<file path="config.mk">
export PLATFORM = sky130hd
export DESIGN_NAME = edo_event_output
export DESIGN_NICKNAME = d
export VERILOG_FILES = /design/src/rtl/edo_pkg.sv /design/src/rtl/edo_delay_timer.sv /design/src/rtl/edo_event_output.sv
export VERILOG_INCLUDE_DIRS = /design/src /design/src/rtl
export SDC_FILE = /design/constraint.sdc
export NUM_CORES = 1
export LEC_CHECK = 0
export BUFFER_PORTS_ARGS = -buffer_cell sky130_fd_sc_hd__buf_4
export CORE_MARGIN = 8
export CORE_UTILIZATION = 54
export DETAILED_ROUTE_END_ITERATION = 6
export GPL_ROUTABILITY_DRIVEN = 0
export PLACE_DENSITY = 0.76
export RECOVER_POWER = 50
export SLEW_MARGIN = 20
export SYNTH_ARGS = -nofsm -noshare
export SYNTH_HDL_FRONTEND = slang
export SYNTH_SLANG_ARGS = --single-unit
</file>
<file path="constraint.sdc">
create_clock -name clk -period 2.2 [get_ports clk]
set_input_delay 0.22 -clock clk [delete_from_list [all_inputs] [get_ports clk]]
set_output_delay 0.22 -clock clk [all_outputs]
set_load 0.005 [all_outputs]
</file>
<file path="src/rtl/edo_defs.svh">
// constants for the event output select block
`ifndef EDO_DEFS_SVH
`define EDO_DEFS_SVH

// ***************************************
// clock and counter sizing
// ***************************************
`define EDO_CLK_PERIOD_NS 5
`define EDO_CNT_W 20

// ***************************************
// reset values
// ***************************************
`define EDO_SEL_RST 4'h0

// ***************************************
// times in ns, as printed
// ***************************************
`define EDO_T_BOOT_NS 1390000
`define EDO_T_RW_ON_NS 3500000
`define EDO_T_WR_OFF_NS 3930000
`define EDO_T_RD_OFF_NS 2320000
`define EDO_T_ANY_ON_NS 10000
`define EDO_T_ANY_OFF_NS 160000

// ***************************************
// cycle counts, rounded up
// ***************************************
`define EDO_CYC(t) (((t) + `EDO_CLK_PERIOD_NS - 1) / `EDO_CLK_PERIOD_NS)
`define EDO_CYC_BOOT `EDO_CYC(`EDO_T_BOOT_NS)
`define EDO_CYC_RW_ON `EDO_CYC(`EDO_T_RW_ON_NS)
`define EDO_CYC_WR_OFF `EDO_CYC(`EDO_T_WR_OFF_NS)
`define EDO_CYC_RD_OFF `EDO_CYC(`EDO_T_RD_OFF_NS)
`define EDO_CYC_ANY_ON `EDO_CYC(`EDO_T_ANY_ON_NS)
`define EDO_CYC_ANY_OFF `EDO_CYC(`EDO_T_ANY_OFF_NS)

`endif

</file>
<file path="src/rtl/edo_pkg.sv">
// types for the event output select block
package edo_pkg;

   typedef logic [3:0] edo_sel_t;

   typedef enum logic [3:0] {
      EDO_SEL_STANDBY = 4'h7,
      EDO_SEL_WRITE = 4'h8,
      EDO_SEL_READ = 4'h9,
      EDO_SEL_ANY = 4'hA,
      EDO_SEL_SYNC_RD = 4'hB,
      EDO_SEL_SYNC_WR = 4'hC,
      EDO_SEL_SOFT = 4'hD
   } edo_sel_e;

   typedef enum logic [1:0] {
      EDO_ST_IDLE = 2'b00,
      EDO_ST_WAIT_ON = 2'b01,
      EDO_ST_ACTIVE = 2'b10,
      EDO_ST_WAIT_OFF = 2'b11
   } edo_state_e;

endpackage

</file>
<file path="src/rtl/edo_delay_timer.sv">
// one-shot down counter that flags the end of a programmed delay
`timescale 1ns/10ps
`include "edo_defs.svh"

module edo_delay_timer (
   input wire logic clk,
   input wire logic reset,
   input wire logic start,
   input wire logic cancel,
   input wire logic [`EDO_CNT_W-1:0] load_value,
   output logic done
);

   logic [`EDO_CNT_W-1:0] cnt_reg;
   logic [`EDO_CNT_W-1:0] cnt_next;

   // cancel beats start, so a field loss never leaves a delay running
   always_comb begin
      cnt_next = cnt_reg;
      if (cancel) begin
         cnt_next = '0;
      end else if (start) begin
         cnt_next = load_value;
      end else if (cnt_reg != '0) begin
         cnt_next = cnt_reg - `EDO_CNT_W'(1);
      end
   end

   always_ff @(posedge clk) begin
      if (reset) begin
         cnt_reg <= '0;
      end else begin
         cnt_reg <= cnt_next;
      end
   end

   assign done = (cnt_reg == `EDO_CNT_W'(1)) && !cancel && !start;

endmodule

</file>
<file path="src/rtl/edo_event_output.sv">
// event output pin source selection and timing
`timescale 1ns/10ps
`include "edo_defs.svh"

// Behaviour
// - open-drain active-low pin, low means asserted
// - 0111: asserted while not in standby
// - standby indication follows supply by 1.39 ms
// - 1000: write start asserts, response end releases
// - write: on 3.5 ms after SOF, off 3.93 ms later
// - 1001: read start asserts, response end releases
// - read: on 3.5 ms after SOF, off 2.32 ms later
// - 1010: any SOF asserts, the delay after EOF releases
// - any command: on 10 us after SOF
// - any command: off 160 us after EOF
// - 1011: sync block read event held
// - sync read asserts at last byte before CRC
// - 1100: sync block write event held
// - clear bit 0 releases a held event
// - writing 1101 raises a software event
// - software event ignores field loss
module edo_event_output #(
   parameter logic [`EDO_CNT_W-1:0] P_CYC_BOOT = `EDO_CNT_W'(`EDO_CYC_BOOT),
   parameter logic [`EDO_CNT_W-1:0] P_CYC_RW_ON = `EDO_CNT_W'(`EDO_CYC_RW_ON),
   parameter logic [`EDO_CNT_W-1:0] P_CYC_WR_OFF = `EDO_CNT_W'(`EDO_CYC_WR_OFF),
   parameter logic [`EDO_CNT_W-1:0] P_CYC_RD_OFF = `EDO_CNT_W'(`EDO_CYC_RD_OFF),
   parameter logic [`EDO_CNT_W-1:0] P_CYC_ANY_OFF = `EDO_CNT_W'(`EDO_CYC_ANY_OFF)
) (
   input wire logic clk,
   input wire logic reset,
   input wire logic supply_present,
   input wire logic rf_field_present,
   input wire logic standby_active,
   input wire logic frame_sof,
   input wire logic frame_eof,
   input wire logic cmd_is_write,
   input wire logic cmd_is_read,
   input wire logic response_end,
   input wire logic sync_read_last_byte,
   input wire logic sync_write_done,
   input wire logic select_write,
   input wire edo_pkg::edo_sel_t select_data,
   input wire logic clear_write,
   input wire logic [7:0] clear_data,
   input wire logic event_pin_in,
   output logic event_pin_out,
   output logic event_pin_oe_n,
   output edo_pkg::edo_sel_t event_source_select
);
   import edo_pkg::*;

   localparam logic [`EDO_CNT_W-1:0] CYC_ANY_ON = `EDO_CNT_W'(`EDO_CYC_ANY_ON);

   // ***************************************
   // pin synchronisers
   // ***************************************
   logic supply_meta_reg;
   logic supply_sync_reg;
   logic field_meta_reg;
   logic field_sync_reg;
   logic supply_prev_reg;
   logic field_prev_reg;

   always_ff @(posedge clk) begin
      if (reset) begin
         supply_meta_reg <= 1'b0;
         supply_sync_reg <= 1'b0;
         field_meta_reg <= 1'b0;
         field_sync_reg <= 1'b0;
         supply_prev_reg <= 1'b0;
         field_prev_reg <= 1'b0;
      end else begin
         supply_meta_reg <= supply_present;
         supply_sync_reg <= supply_meta_reg;
         field_meta_reg <= rf_field_present;
         field_sync_reg <= field_meta_reg;
         supply_prev_reg <= supply_sync_reg;
         field_prev_reg <= field_sync_reg;
      end
   end

   wire supply_rise = supply_sync_reg && !supply_prev_reg;
   wire field_fall = !field_sync_reg && field_prev_reg;
   wire field_off = !field_sync_reg;

   // ***************************************
   // selector and decode
   // ***************************************
   edo_sel_t sel_reg;
   wire sel_change = select_write && (select_data != sel_reg);
   wire clear_hit = clear_write && clear_data[0];

   wire mode_standby = (sel_reg == EDO_SEL_STANDBY);
   wire mode_write = (sel_reg == EDO_SEL_WRITE);
   wire mode_read = (sel_reg == EDO_SEL_READ);
   wire mode_any = (sel_reg == EDO_SEL_ANY);
   wire mode_sync_rd = (sel_reg == EDO_SEL_SYNC_RD);
   wire mode_sync_wr = (sel_reg == EDO_SEL_SYNC_WR);
   wire mode_soft = (sel_reg == EDO_SEL_SOFT);
   wire mode_rw = mode_write || mode_read;
   wire mode_timed = mode_rw || mode_any;

   always_ff @(posedge clk) begin
      if (reset) begin
         sel_reg <= `EDO_SEL_RST;
      end else if (select_write) begin
         sel_reg <= select_data;
      end
   end

   // ***************************************
   // supply boot delay
   // ***************************************
   logic boot_done;
   logic supply_ready_reg;

   edo_delay_timer u_boot_tmr (
      .clk(clk),
      .reset(reset),
      .start(supply_rise),
      .cancel(!supply_sync_reg),
      .load_value(P_CYC_BOOT),
      .done(boot_done)
   );

   always_ff @(posedge clk) begin
      if (reset || !supply_sync_reg) begin
         supply_ready_reg <= 1'b0;
      end else if (boot_done) begin
         supply_ready_reg <= 1'b1;
      end
   end

   wire standby_src = supply_ready_reg && !standby_active;

   // ***************************************
   // frame timed sequence
   // ***************************************
   edo_state_e state_reg;
   edo_state_e state_next;
   logic on_done;
   logic off_done;
   logic on_start;
   logic off_start;

   wire seq_abort = field_off || sel_change || !mode_timed;
   wire sof_hit = frame_sof && ((mode_write && cmd_is_write) || (mode_read && cmd_is_read) || mode_any);

   wire [`EDO_CNT_W-1:0] on_load = mode_any ? CYC_ANY_ON : P_CYC_RW_ON;
   wire [`EDO_CNT_W-1:0] off_load = mode_write ? P_CYC_WR_OFF : (mode_read ? P_CYC_RD_OFF : P_CYC_ANY_OFF);

   edo_delay_timer u_on_tmr (
      .clk(clk),
      .reset(reset),
      .start(on_start),
      .cancel(seq_abort),
      .load_value(on_load),
      .done(on_done)
   );

   edo_delay_timer u_off_tmr (
      .clk(clk),
      .reset(reset),
      .start(off_start),
      .cancel(seq_abort),
      .load_value(off_load),
      .done(off_done)
   );

   always_comb begin
      state_next = state_reg;
      on_start = 1'b0;
      off_start = 1'b0;
      case (state_reg)
         EDO_ST_IDLE: begin
            // a frame start that matches the selected mode arms the assert delay
            if (sof_hit) begin
               on_start = 1'b1;
               state_next = EDO_ST_WAIT_ON;
            end
         end
         EDO_ST_WAIT_ON: begin
            if (on_done && mode_any) begin
               state_next = EDO_ST_ACTIVE;
            end else if (on_done) begin
               // write and read arm the release delay
               off_start = 1'b1;
               state_next = EDO_ST_WAIT_OFF;
            end
         end
         EDO_ST_ACTIVE: begin
            // end of frame arms the release delay
            if (frame_eof) begin
               off_start = 1'b1;
               state_next = EDO_ST_WAIT_OFF;
            end
         end
         EDO_ST_WAIT_OFF: begin
            if (off_done || (mode_rw && response_end)) begin
               state_next = EDO_ST_IDLE;
            end
         end
         default: begin
            state_next = EDO_ST_IDLE;
         end
      endcase
   end

   // field loss or a new selection drops the sequence
   always_ff @(posedge clk) begin
      if (reset || seq_abort) begin
         state_reg <= EDO_ST_IDLE;
      end else begin
         state_reg <= state_next;
      end
   end

   wire timed_src = (state_reg == EDO_ST_ACTIVE) || (state_reg == EDO_ST_WAIT_OFF);

   // ***************************************
   // held events
   // ***************************************
   logic sync_flag_reg;
   logic soft_flag_reg;

   wire sync_set = (mode_sync_rd && sync_read_last_byte) || (mode_sync_wr && sync_write_done);
   wire sync_drop = clear_hit || field_off || sel_change;

   // sticky until clear, field loss or a new selection; a set wins
   always_ff @(posedge clk) begin
      if (reset) begin
         sync_flag_reg <= 1'b0;
      end else if (sync_set) begin
         sync_flag_reg <= 1'b1;
      end else if (sync_drop) begin
         sync_flag_reg <= 1'b0;
      end
   end

   // writing the software code raises the event
   wire soft_set = select_write && (select_data == EDO_SEL_SOFT);

   // only the clear bit ends it, never the field
   always_ff @(posedge clk) begin
      if (reset) begin
         soft_flag_reg <= 1'b0;
      end else if (soft_set) begin
         soft_flag_reg <= 1'b1;
      end else if (clear_hit) begin
         soft_flag_reg <= 1'b0;
      end
   end

   // ***************************************
   // source select and pin
   // ***************************************
   // one source per code, others released
   wire src_active = (mode_standby && standby_src) || (mode_timed && timed_src)
                   || ((mode_sync_rd || mode_sync_wr) && sync_flag_reg) || (mode_soft && soft_flag_reg);

   // pin only ever pulls low; the pull-up makes high
   always_ff @(posedge clk) begin
      if (reset) begin
         event_pin_out <= 1'b0;
         event_pin_oe_n <= 1'b1;
      end else begin
         event_pin_out <= 1'b0;
         event_pin_oe_n <= !src_active;
      end
   end

   always_ff @(posedge clk) begin
      if (reset) begin
         event_source_select <= `EDO_SEL_RST;
      end else begin
         event_source_select <= sel_reg;
      end
   end
endmodule

</file>
==> results of run 1 <==
==> worst paths after layout <==
| check | start | end | slack, ns | cells past startpoint |
|---|---|---|---|---|
| min | rf_field_present | field_meta_reg | 0.08 | 2 |
| max | u_on_tmr.cnt_reg[3] | u_off_tmr.cnt_reg[9] | -0.18 | 7 |
| max reg2reg | u_on_tmr.cnt_reg[3] | u_off_tmr.cnt_reg[9] | -0.18 | 7 |
| min reg2reg | supply_meta_reg | supply_sync_reg | 0.45 | 1 |
==> per-stage QoR <==
| step | utilization (%) | total power, uW |
|---|---|---|
| 6_report | 72.0 | 2750 |
| 5_1_grt | 72.0 | 2850 |
| 4_1_cts | 67.7 | 2760 |
| 3_5_place_dp | 64.3 | 1680 |
| 3_3_place_gp | 64.3 | 1670 |
| 2_1_floorplan | - | 1600 |
==> critical path, cell delays in order, from the launching register on <==
cell	delay, ns
dfxtp_2	0.32
or4_4	0.55
nor4_4	0.28
nand4_1	0.22
nor3b_2	0.25
o21ai_2	0.10
or3_4	0.39
a21oi_2	0.19
==> area by class of cell <==
cell class | count | area, um^2 | area share (%)
Clock buffer | 11 | 141 | 2.74
Clock inverter | 5 | 57.6 | 1.11
Inverter | 11 | 41.3 | 0.799
Multi-Input combinational cell | 363 | 2560 | 49.6
Sequential cell | 79 | 1580 | 30.7
Tap cell | 99 | 124 | 2.40
Timing Repair Buffer | 85 | 658 | 12.7
==> synth_stat cells (all sizes together), types with 2 or more instances <==
cell type / number
nor2: 54
and3: 3
inv: 11
a211oi: 4
o21ai: 10
clkbuf: 12
nor2b: 11
or3: 9
nand3b: 4
a21oi: 44
nand2b: 8
xor2: 22
a31oi: 6
nand2: 41
mux2i: 4
o21a: 4
a21boi: 3
nor3: 19
nor4b: 3
o2111ai: 2
nor3b: 3
nand4: 6
ha: 12
or4: 11
buf: 4
nor4: 13
o41ai: 2
o31ai: 3
dfxtp: 79
nand3: 21
xnor2: 27
==> where the power goes <==
group | switching (uW) | leakage [uW] | total [uW] | internal [uW]
Sequential | 8.11 | 0.000639 | 1450 | 1440
Clock | 543 | 0.0000916 | 1100 | 554
Combinational | 106 | 0.00129 | 204 | 98.1
Total | 657 | 0.00202 | 2750 | 2090
==> routing by layer <==
metal	track usage [%]	vias to the layer above	part of all wire, %
li1	-	1808	-
met1	22.1	1806	42
met2	31.7	101	50
met3	4.26	37	4.5
met4	7.56	0	3.1
met5	0	-	0
==> cells by family after synthesis <==
logic type               after synthesis  synth area share, %
AO/OA/AOI/OAI                         84                 12.9
XOR/XNOR                              49                 10.8
adder cells (fa/ha/maj)               12                 3.78
buffers and inverters                 27                 2.71
flip-flops                            79                 39.8
multiplexers                           5                 1.29
other                                  1               0.0944
AND/OR/NAND/NOR                      212                 28.6
==> timing repair <==
action,in CTS,in global routing
setup endpoints to repair,15,39
gates cloned,0,1
pin swaps,10,14
resized for setup,13,58
buffers inserted,1,7
==> results by group, run 1 <==
Outcome
  – Status: finished with violations
  – Failing checks: negative setup slack

Detailed routing
  – Post-route ant nets: 0
  – 1st-pass router iterations: 4
  – DR iter-0 viols: between 150 and 200
  – Vias/cell: roughly 5.7
  – Vias: 3752
  – WL final: 10200 um
  – WL/cell: around 16 um
  – Residual DRC: 0

Global routing
  – GRT Total Usage: 18.7%
  – Largest net degree at the start of global routing: 22
  – First-pass GRT wire length: 15700 um
  – Vias in the first global route: 3568
  – Initial antenna violation count: 0
  – Grt ovf: 0

Finish
  – Most common cell after layout, fill and taps aside: dfxtp_1
  – Area growth, synth to finish: 30.0%
  – # fillers: approximately 530
  – Commonest non-fill, non-tap cells in the layout: dfxtp_1 (77), buf_4 (71), nor2_1 (52)
  – Fin nets: 588
  – Post-route cell area: 0.00517 mm^2
  – Layout cells sized above 1: 27.6%
  – Antenna fix cells: 0
  – Final non-filler cell total: 653

Floorplan
  – Die H: 102 um
  – Die W: 102 um
  – Core ar.: between 0.007 and 0.008 mm^2
  – Initial Util: 55.4%
  – Die area: 0.0104 mm^2
  – Core Rows: 31
  – Top-level I/O count: 33

Synthesis
  – Netlist cell types: 55
  – Synth area leaders: dfxtp_1 (40%), xnor2_1 (6.0%), a21oi_1 (5.5%)
  – Avg Synthesized Cell Area: about 8.5 um^2
  – Fraction of registers with async set/reset: 0%
  – Cells after Synth: roughly 470
  – Number of flops mapped to enable cells by yosys: 0
  – Yosys Warn Count: 0
  – Share of the synthesized area in the top cell type: between 30 and 40%
  – Net Count, Synth: 508
  – Seq cells post-synth: ~80
  – Post-synthesis sequential area ratio: 39.8%
  – Mapped cell area: around 0.004 mm^2
  – Main synth FF type: dfxtp_1
  – Post-synth top area cell: dfxtp_1

Placement
  – Cells after DPL: 628
  – Placed inst area: 0.00461 mm^2
  – DP Worst Slack: -0.116 ns
  – DP Wirelength: 6710 um
  – Number of port buffers: 23

Clock tree
  – Reg clk slew, reported paths: 0.08 ns
  – CTS Hold Bufs: 0
  – H-tree depth: 3
  – CTS buffer count: 9
  – CTS root buffer: clkbuf_8
  – Clock latency on the worst-skew pair: about 0.35 ns
  – Clock sinks: around 80
  – CTS tree: built
  – Clock Tree Buf Depth: 2

Timing
  – Max-slew headroom at the worst pin: 52.6%
  – Worst-margin pin slew: 0.711 ns
  – Setup ws final: -0.185 ns
  – Fmax: approximately 0.42 GHz
  – Final period util: 108%
  – TNS Setup: -1.26 ns
  – Clock Skew: 0.0105 ns
  – Slew Viols, Final: 0
  – Fin Hold WS: around 0.077 ns
  – Final Hold Viols: 0
  – Final-report setup violation count: 20
  – RSZ-0062 raised after global routing: yes
  – Min Tclk post-route: 2.38 ns

Pwr
  – LEAKAGE: 0.00202 uW
  – Worst vdd ir: 430 uV
  – Pwr Density: 532 mW/mm^2

Worst setup path
  – Crit path max fanout: 5
  – CP required: 2.47 ns
  – CP Capture Type: flop
  – Crit path launch type: flop
  – Worst EP arrival: 2.65 ns
  – Worst setup path class: reg2reg

Flow run
  – Max-Cap Viols: 0

Worst hold path
  – HP Class: in2reg
Note: power is estimated with default switching activity, not from simulation.
==> inputs of run 2 (changes only) <==
CORE_UTILIZATION = 55   (was 54)
PLACE_DENSITY = 0.77   (was 0.76)
SYNTH_HIERARCHICAL = 1   (was default)
==> run 2 against run 1 <==
Net effect: the run still ends with negative setup slack left; global-route usage is 4.3 points higher; combinational power rose to 3.3 times the previous value; critical path depth grew 7; register-to-register slack got worse by 0.53 ns; sequential cell count is the same; clock-buffer cell count unchanged; sequential share of layout area shrank 5.1 points; synthesized cell count rose by 20%; cell count grew 25%; routed wire length up 32%; critical path type unchanged.
==> results by group, run 2 <==
Floorplan
  – Initial Util: 57.0%
  – Core Rows: 33
  – Top-level I/O count: 33
  – Die H: 109 um
  – Core ar.: around 0.0083 mm^2
  – Die W: 109 um
  – Die area: approximately 0.012 mm^2

Synthesis
  – Main synth FF type: dfxtp_1
  – Share of the synthesized area in the top cell type: between 30% and 40%
  – Mapped cell area: 0.00471 mm^2
  – Seq cells post-synth: approximately 80
  – Avg Synthesized Cell Area: 8.35 um^2
  – Fraction of registers with async set/reset: 0%
  – Netlist cell types: 58
  – Synth area leaders: dfxtp_1 (34%), a21oi_1 (5.6%), nor2_1 (4.3%)
  – Post-synth top area cell: dfxtp_1
  – Synth cell count leaders: dfxtp_1 (79), nor2_1 (54), a21oi_1 (53)
  – Cell with the most instances after synthesis: dfxtp_1
  – Cells after Synth: 564
  – Number of flops mapped to enable cells by yosys: 0
  – Post-synthesis sequential area ratio: about a third
  – Yosys Warn Count: 6

Clock tree
  – Reg clk slew, reported paths: about 0.080 ns
  – CTS root buffer: clkbuf_8
  – CTS tree: built
  – Clock sinks: 79
  – CTS buffer count: 9
  – Clock Tree Buf Depth: 2
  – H-tree depth: 3
  – Clock latency on the worst-skew pair: around 0.36 ns

Global routing
  – Largest net degree at the start of global routing: 40
  – Initial antenna violation count: 0
  – GRT Total Usage: between 20 and 25%
  – First-pass GRT wire length: 22000 um
  – Vias in the first global route: 4732
  – Grt ovf: 0

Worst setup path
  – CP dominant cell by count: buf_6
  – CP Cell Sequence: clkbuf_1 > buf_6 > xor2_2 > o41ai_2 > or2b_1 > nor3b_2 > a32oi_2 > nor2b_4 > nor4_4 > buf_4 > and4_1 > buf_6 > a22oi_1 > a21oi_2
  – CP Capture Type: flop
  – Worst EP arrival: approximately 3.2 ns
  – WP buf/inv: 4
  – Worst R2R Setup Slack: -0.72 ns
  – Worst setup path class: reg2reg
  – Crit path max fanout: 5
  – Crit path launch type: flop
  – Crit path largest cell delay: 0.36 ns
  – Crit path max-delay family: simple AND/OR/NAND/NOR gates
  – Critical Path Slowest Stage Cell: dfxtp_4
  – CP required: 2.44 ns

Finish
  – Area growth, synth to finish: 31.6%
  – Antenna fix cells: 0
  – Fin nets: between 700 and 800
  – Layout cells sized above 1: 26.9%
  – Commonest non-fill, non-tap cells in the layout: buf_4 (113), dfxtp_1 (76), nor2_1 (50)
  – Most common cell after layout, fill and taps aside: buf_4

Timing
  – Min Tclk post-route: 2.92 ns
  – Fmax: 0.343 GHz
  – Final Hold Viols: 0
  – Setup ws final: -0.718 ns
  – RSZ-0062 raised after global routing: yes
  – Final-report setup violation count: 43
  – Final period util: 133%
  – Clock Skew: just over 0.01 ns
  – Max-slew headroom at the worst pin: 37.2%
  – Worst-margin pin slew: 0.942 ns
  – Slew Viols, Final: 0
  – Fin Hold WS: approximately 0.076 ns

Detailed routing
  – Residual DRC: 0
  – Post-route ant nets: 0
  – Vias: around 4700
  – Vias/cell: 5.79
  – WL/cell: 16.4 um
  – 1st-pass router iterations: 6
  – WL final: 13400 um
  – DR iter-0 viols: 244

Pwr
  – Flop pwr share: 45.5%
  – Design Power: roughly 3300 uW
  – Sw frac: between 20 and 30%
  – LEAKAGE: 0.00281 uW
  – Pwr Density: 526 mW/mm^2
  – Switching power: 933 uW
  – Cell Int Power: approximately 2300 uW
  – Worst vdd ir: 356 uV
  – Combinational power share: 20.7%
  – Clock share of power: 33.8%

Flow run
  – Max-Cap Viols: 0

Outcome
  – Status: finished with violations
  – Failing checks: negative setup slack

Worst hold path
  – HP Class: in2reg

Placement
  – Number of port buffers: 23
  – DP Wirelength: 8870 um
  – DP Worst Slack: -0.664 ns
==> run 2: logic make-up (layout without fill, tap and decap cells) <==
family                     Yosys count  in the layout  synth area share (%)
AOI/OAI and AO/OA                  131            131                  18.6
xor gates and xnor gates            34             34                  6.32
adders and majority gates           14             14                  3.72
buffers and inverters               51            160                  5.13
DFF                                 79             79                  33.6
muxes                               16             16                  3.40
other                                2             39                 0.159
and+or+nand+nor                    237            238                  29.1
==> run 2: what timing repair did <==
| item | CTS | global route |
|---|---|---|
| setup buffers | 16 | 4 |
| gates cloned | 2 | 0 |
| gates resized for setup | 21 | 17 |
| endpoints found under the setup margin | 37 | 47 |
| pin swaps | 18 | 11 |
| hold buffers | 0 | 0 |
==> run 2: worst paths after layout <==
| check | start | to | depth (start not counted) |
|---|---|---|---|
| worst min register to register | supply_meta_reg | supply_sync_reg | 1 |
| worst max register to register | sel_reg[0] | u_off_tmr/cnt_reg[0] | 14 |
| worst max-delay path | sel_reg[0] | u_off_tmr/cnt_reg[0] | 14 |
| worst min-delay path | supply_present | supply_meta_reg | 2 |
==> run 2: stage by stage <==
stage | util [%] | instance area, um^2 | TNS, ns | std cells
finish | 75.1 | 6200 | -16.52 | 816
global route | 75.1 | 6200 | -19.50 | 816
CTS | 73.9 | 6100 | -9.48 | 813
detailed placement | 68.5 | 5660 | -12.10 | 779
global placement | 68.5 | 5660 | -10.22 | 779
floorplan | - | 4930 | -10.12 | 601
==> run 2: layer usage <==
| metal | wire (um) | part of all wire, % | GRT usage, % |
|---|---|---|---|
| met2 | 6780 | 51 | 39.6 |
| met4 | 576 | 4.3 | 14.1 |
| met1 | 5290 | 39 | 26.0 |
| met3 | 777 | 5.8 | 3.93 |
| met5 | 0 | 0 | 0 |
==> run 2: layout make-up <==
type / instances / area [um^2]
clock inverters: 5 / 57.6
inverters: 18 / 67.6
clock buffers: 11 / 141
well taps: 105 / 131
flip-flops and latches: 79 / 1590
multi-input cells: 472 / 3230
fillers: 594 / 2060
repair buffers: 126 / 987
==> run 2: power groups by stage <==
stage	Sequential [uW]	Clock (uW)	Combinational (uW)
floorplan	1510	0	432
global route	1490	1180	736
global placement	1510	0	588
finish	1480	1100	677
detailed placement	1510	0	604
CTS	1480	1120	637
==> inputs of run 3 (changes only) <==
SKIP_CTS_REPAIR_TIMING = 1   (was default)
==> run 3 against run 2 <==
Net effect: the run still ends with negative setup slack left; register-to-register slack worse by 0.11 ns; non-clock buffer count is 1 lower; combinational power down 5.3%; critical path depth grew 1; global-route usage down 2.1 points; highest routed layer unchanged.
==> results by group, run 3 (same netlist as run 2, synthesis figures left out) <==
Outcome
  – Status: finished with violations
  – Failing checks: negative setup slack

Worst setup path
  – Crit path launch type: flop
  – Reg2reg start: sel_reg[0]
  – CP Depth: 15
  – Crit path largest cell delay: 0.41 ns
  – Worst R2R Setup Slack: -0.83 ns
  – Crit path max fanout: 2
  – Critical Path Slowest Stage Cell: a2111oi_4
  – CP Capture Type: flop
  – CP Cell Sequence: buf_6 > a2111oi_4 > and2_4 > nor4_2 > nand3_1 > nor3b_2 > a32oi_1 > nor2b_2 > nor4_4 > nand3_1 > nor3b_2 > nand2b_4 > o221ai_4 > o31ai_1 > a21oi_1
  – CP required: 2.44 ns
  – FF-to-FF path depth: 15
  – Worst EP arrival: 3.27 ns
  – WP buf/inv: 1
  – Worst flop-to-flop path endpoint: state_reg[0]
  – Crit path max-delay family: simple AND/OR/NAND/NOR gates
  – Worst setup path class: reg2reg

Detailed routing
  – Residual DRC: 0
  – Vias/cell: 5.91
  – WL final: between 10000 and 15000 um
  – Post-route ant nets: 0
  – Vias: a little under 5000
  – DR iter-0 viols: roughly 350
  – 1st-pass router iterations: 6
  – WL/cell: 17.1 um

Floorplan
  – Core ar.: approximately 0.0083 mm^2
  – Initial Util: between 50% and 60%
  – Top-level I/O count: 33
  – Die area: 0.0118 mm^2
  – Die W: 109 um
  – Die H: about 110 um
  – Core Rows: 33

Pwr
  – Switching power: 919 uW
  – Pwr Density: 517 mW/mm^2
  – Cell Int Power: 2310 uW
  – Clock share of power: ~34%
  – Flop pwr share: 45.9%
  – Design Power: 3230 uW
  – Sw frac: ~28%
  – Combinational power share: 19.8%
  – Worst vdd ir: 357 uV
  – LEAKAGE: 0.00284 uW

Finish
  – Multi-input logic area: 0.00323 mm^2
  – Antenna fix cells: 0
  – Commonest non-fill, non-tap cells in the layout: buf_4 (108), dfxtp_1 (75), nor2_1 (46)
  – Post-route cell area: 0.00625 mm^2
  – # fillers: 595
  – Layout cells sized above 1: 28.0%
  – Area growth, synth to finish: 32.7%
  – Seq. cell area: 0.00159 mm^2
  – Fin nets: roughly 750
  – Most common cell after layout, fill and taps aside: buf_4

Worst hold path
  – Hold_sp: supply_present
  – WHS Endpoint: supply_meta_reg
  – HP Class: in2reg
  – Hold Path Cell Cnt: 2

Timing
  – Setup ws final: -0.831 ns
  – Min Tclk post-route: 3.03 ns
  – Slew Viols, Final: 0
  – RSZ-0062 raised after global routing: yes
  – TNS Setup: -17.68 ns
  – Final period util: 138%
  – Worst-margin pin slew: 0.843 ns
  – Final-report setup violation count: 42
  – Fmax: 0.330 GHz
  – Fin Hold WS: roughly 0.075 ns
  – Final Hold Viols: 0
  – Max-slew headroom at the worst pin: 43.8%
  – Clock Skew: 0.00894 ns

Placement
  – Number of port buffers: 23
  – DP Wirelength: just under 9000 um
  – DP Worst Slack: -0.664 ns
  – Placed inst area: about 0.0057 mm^2

Clock tree
  – CTS tree: built
  – Clock sinks: 79
  – Reg clk slew, reported paths: ~0.080 ns
  – H-tree depth: 3
  – Clock Tree Buf Depth: 2
  – Clock latency on the worst-skew pair: 0.36 ns
  – CTS buffer count: 9
  – CTS root buffer: clkbuf_8

Global routing
  – Largest net degree at the start of global routing: 40
  – First-pass GRT wire length: roughly 20000 um
  – GRT Total Usage: 20.9%
  – Initial antenna violation count: 0
  – Vias in the first global route: 4472
  – Grt ovf: 0

Flow run
  – Max-Cap Viols: 0
-- run 3: worst max-delay path by stage --
stage                         start                   end  slack (ns)
6_report                 sel_reg[0]          state_reg[0]       -0.83
5_1_grt                  sel_reg[2]          state_reg[1]       -0.99
4_1_cts                  sel_reg[1]          state_reg[0]       -0.70
3_5_place_dp             sel_reg[1]          state_reg[0]       -0.66
3_3_place_gp             sel_reg[1]          state_reg[1]       -0.55
2_1_floorplan  u_on_tmr/cnt_reg[12]  u_off_tmr/cnt_reg[0]       -0.60
-- run 3: stage by stage --
stage | std cells | util [%]
global route | 815 | 75.7
floorplan | 601 | -
detailed placement | 779 | 68.5
CTS | 795 | 70.9
finish | 815 | 75.7
global placement | 779 | 68.5
-- run 3: final cells by class --
cell class | instances | share of cell area, %
clock inverter | 5 | 0.921
clock buffer | 11 | 2.26
sequential | 79 | 25.4
timing repair buffer | 125 | 16.6
multi-input combinational | 472 | 51.7
inverter | 18 | 1.08
tap | 105 | 2.10
-- run 3: per-layer routing --
| metal | up-vias | routed length (um) | global-route usage, % |
|---|---|---|---|
| met5 | - | 0 | 0 |
| met4 | 0 | 686 | 9.78 |
| met3 | 65 | 837 | 3.09 |
| met2 | 228 | 6870 | 36.4 |
| met1 | 2264 | 5540 | 24.7 |
| li1 | 2257 | - | - |
-- run 3: power groups by stage --
stage | registers (uW) | clock network (uW) | logic (uW)
finish | 1480 | 1110 | 641
global route | 1490 | 1180 | 699
CTS | 1480 | 1120 | 610
detailed placement | 1510 | 0 | 604
global placement | 1510 | 0 | 588
floorplan | 1510 | 0 | 432
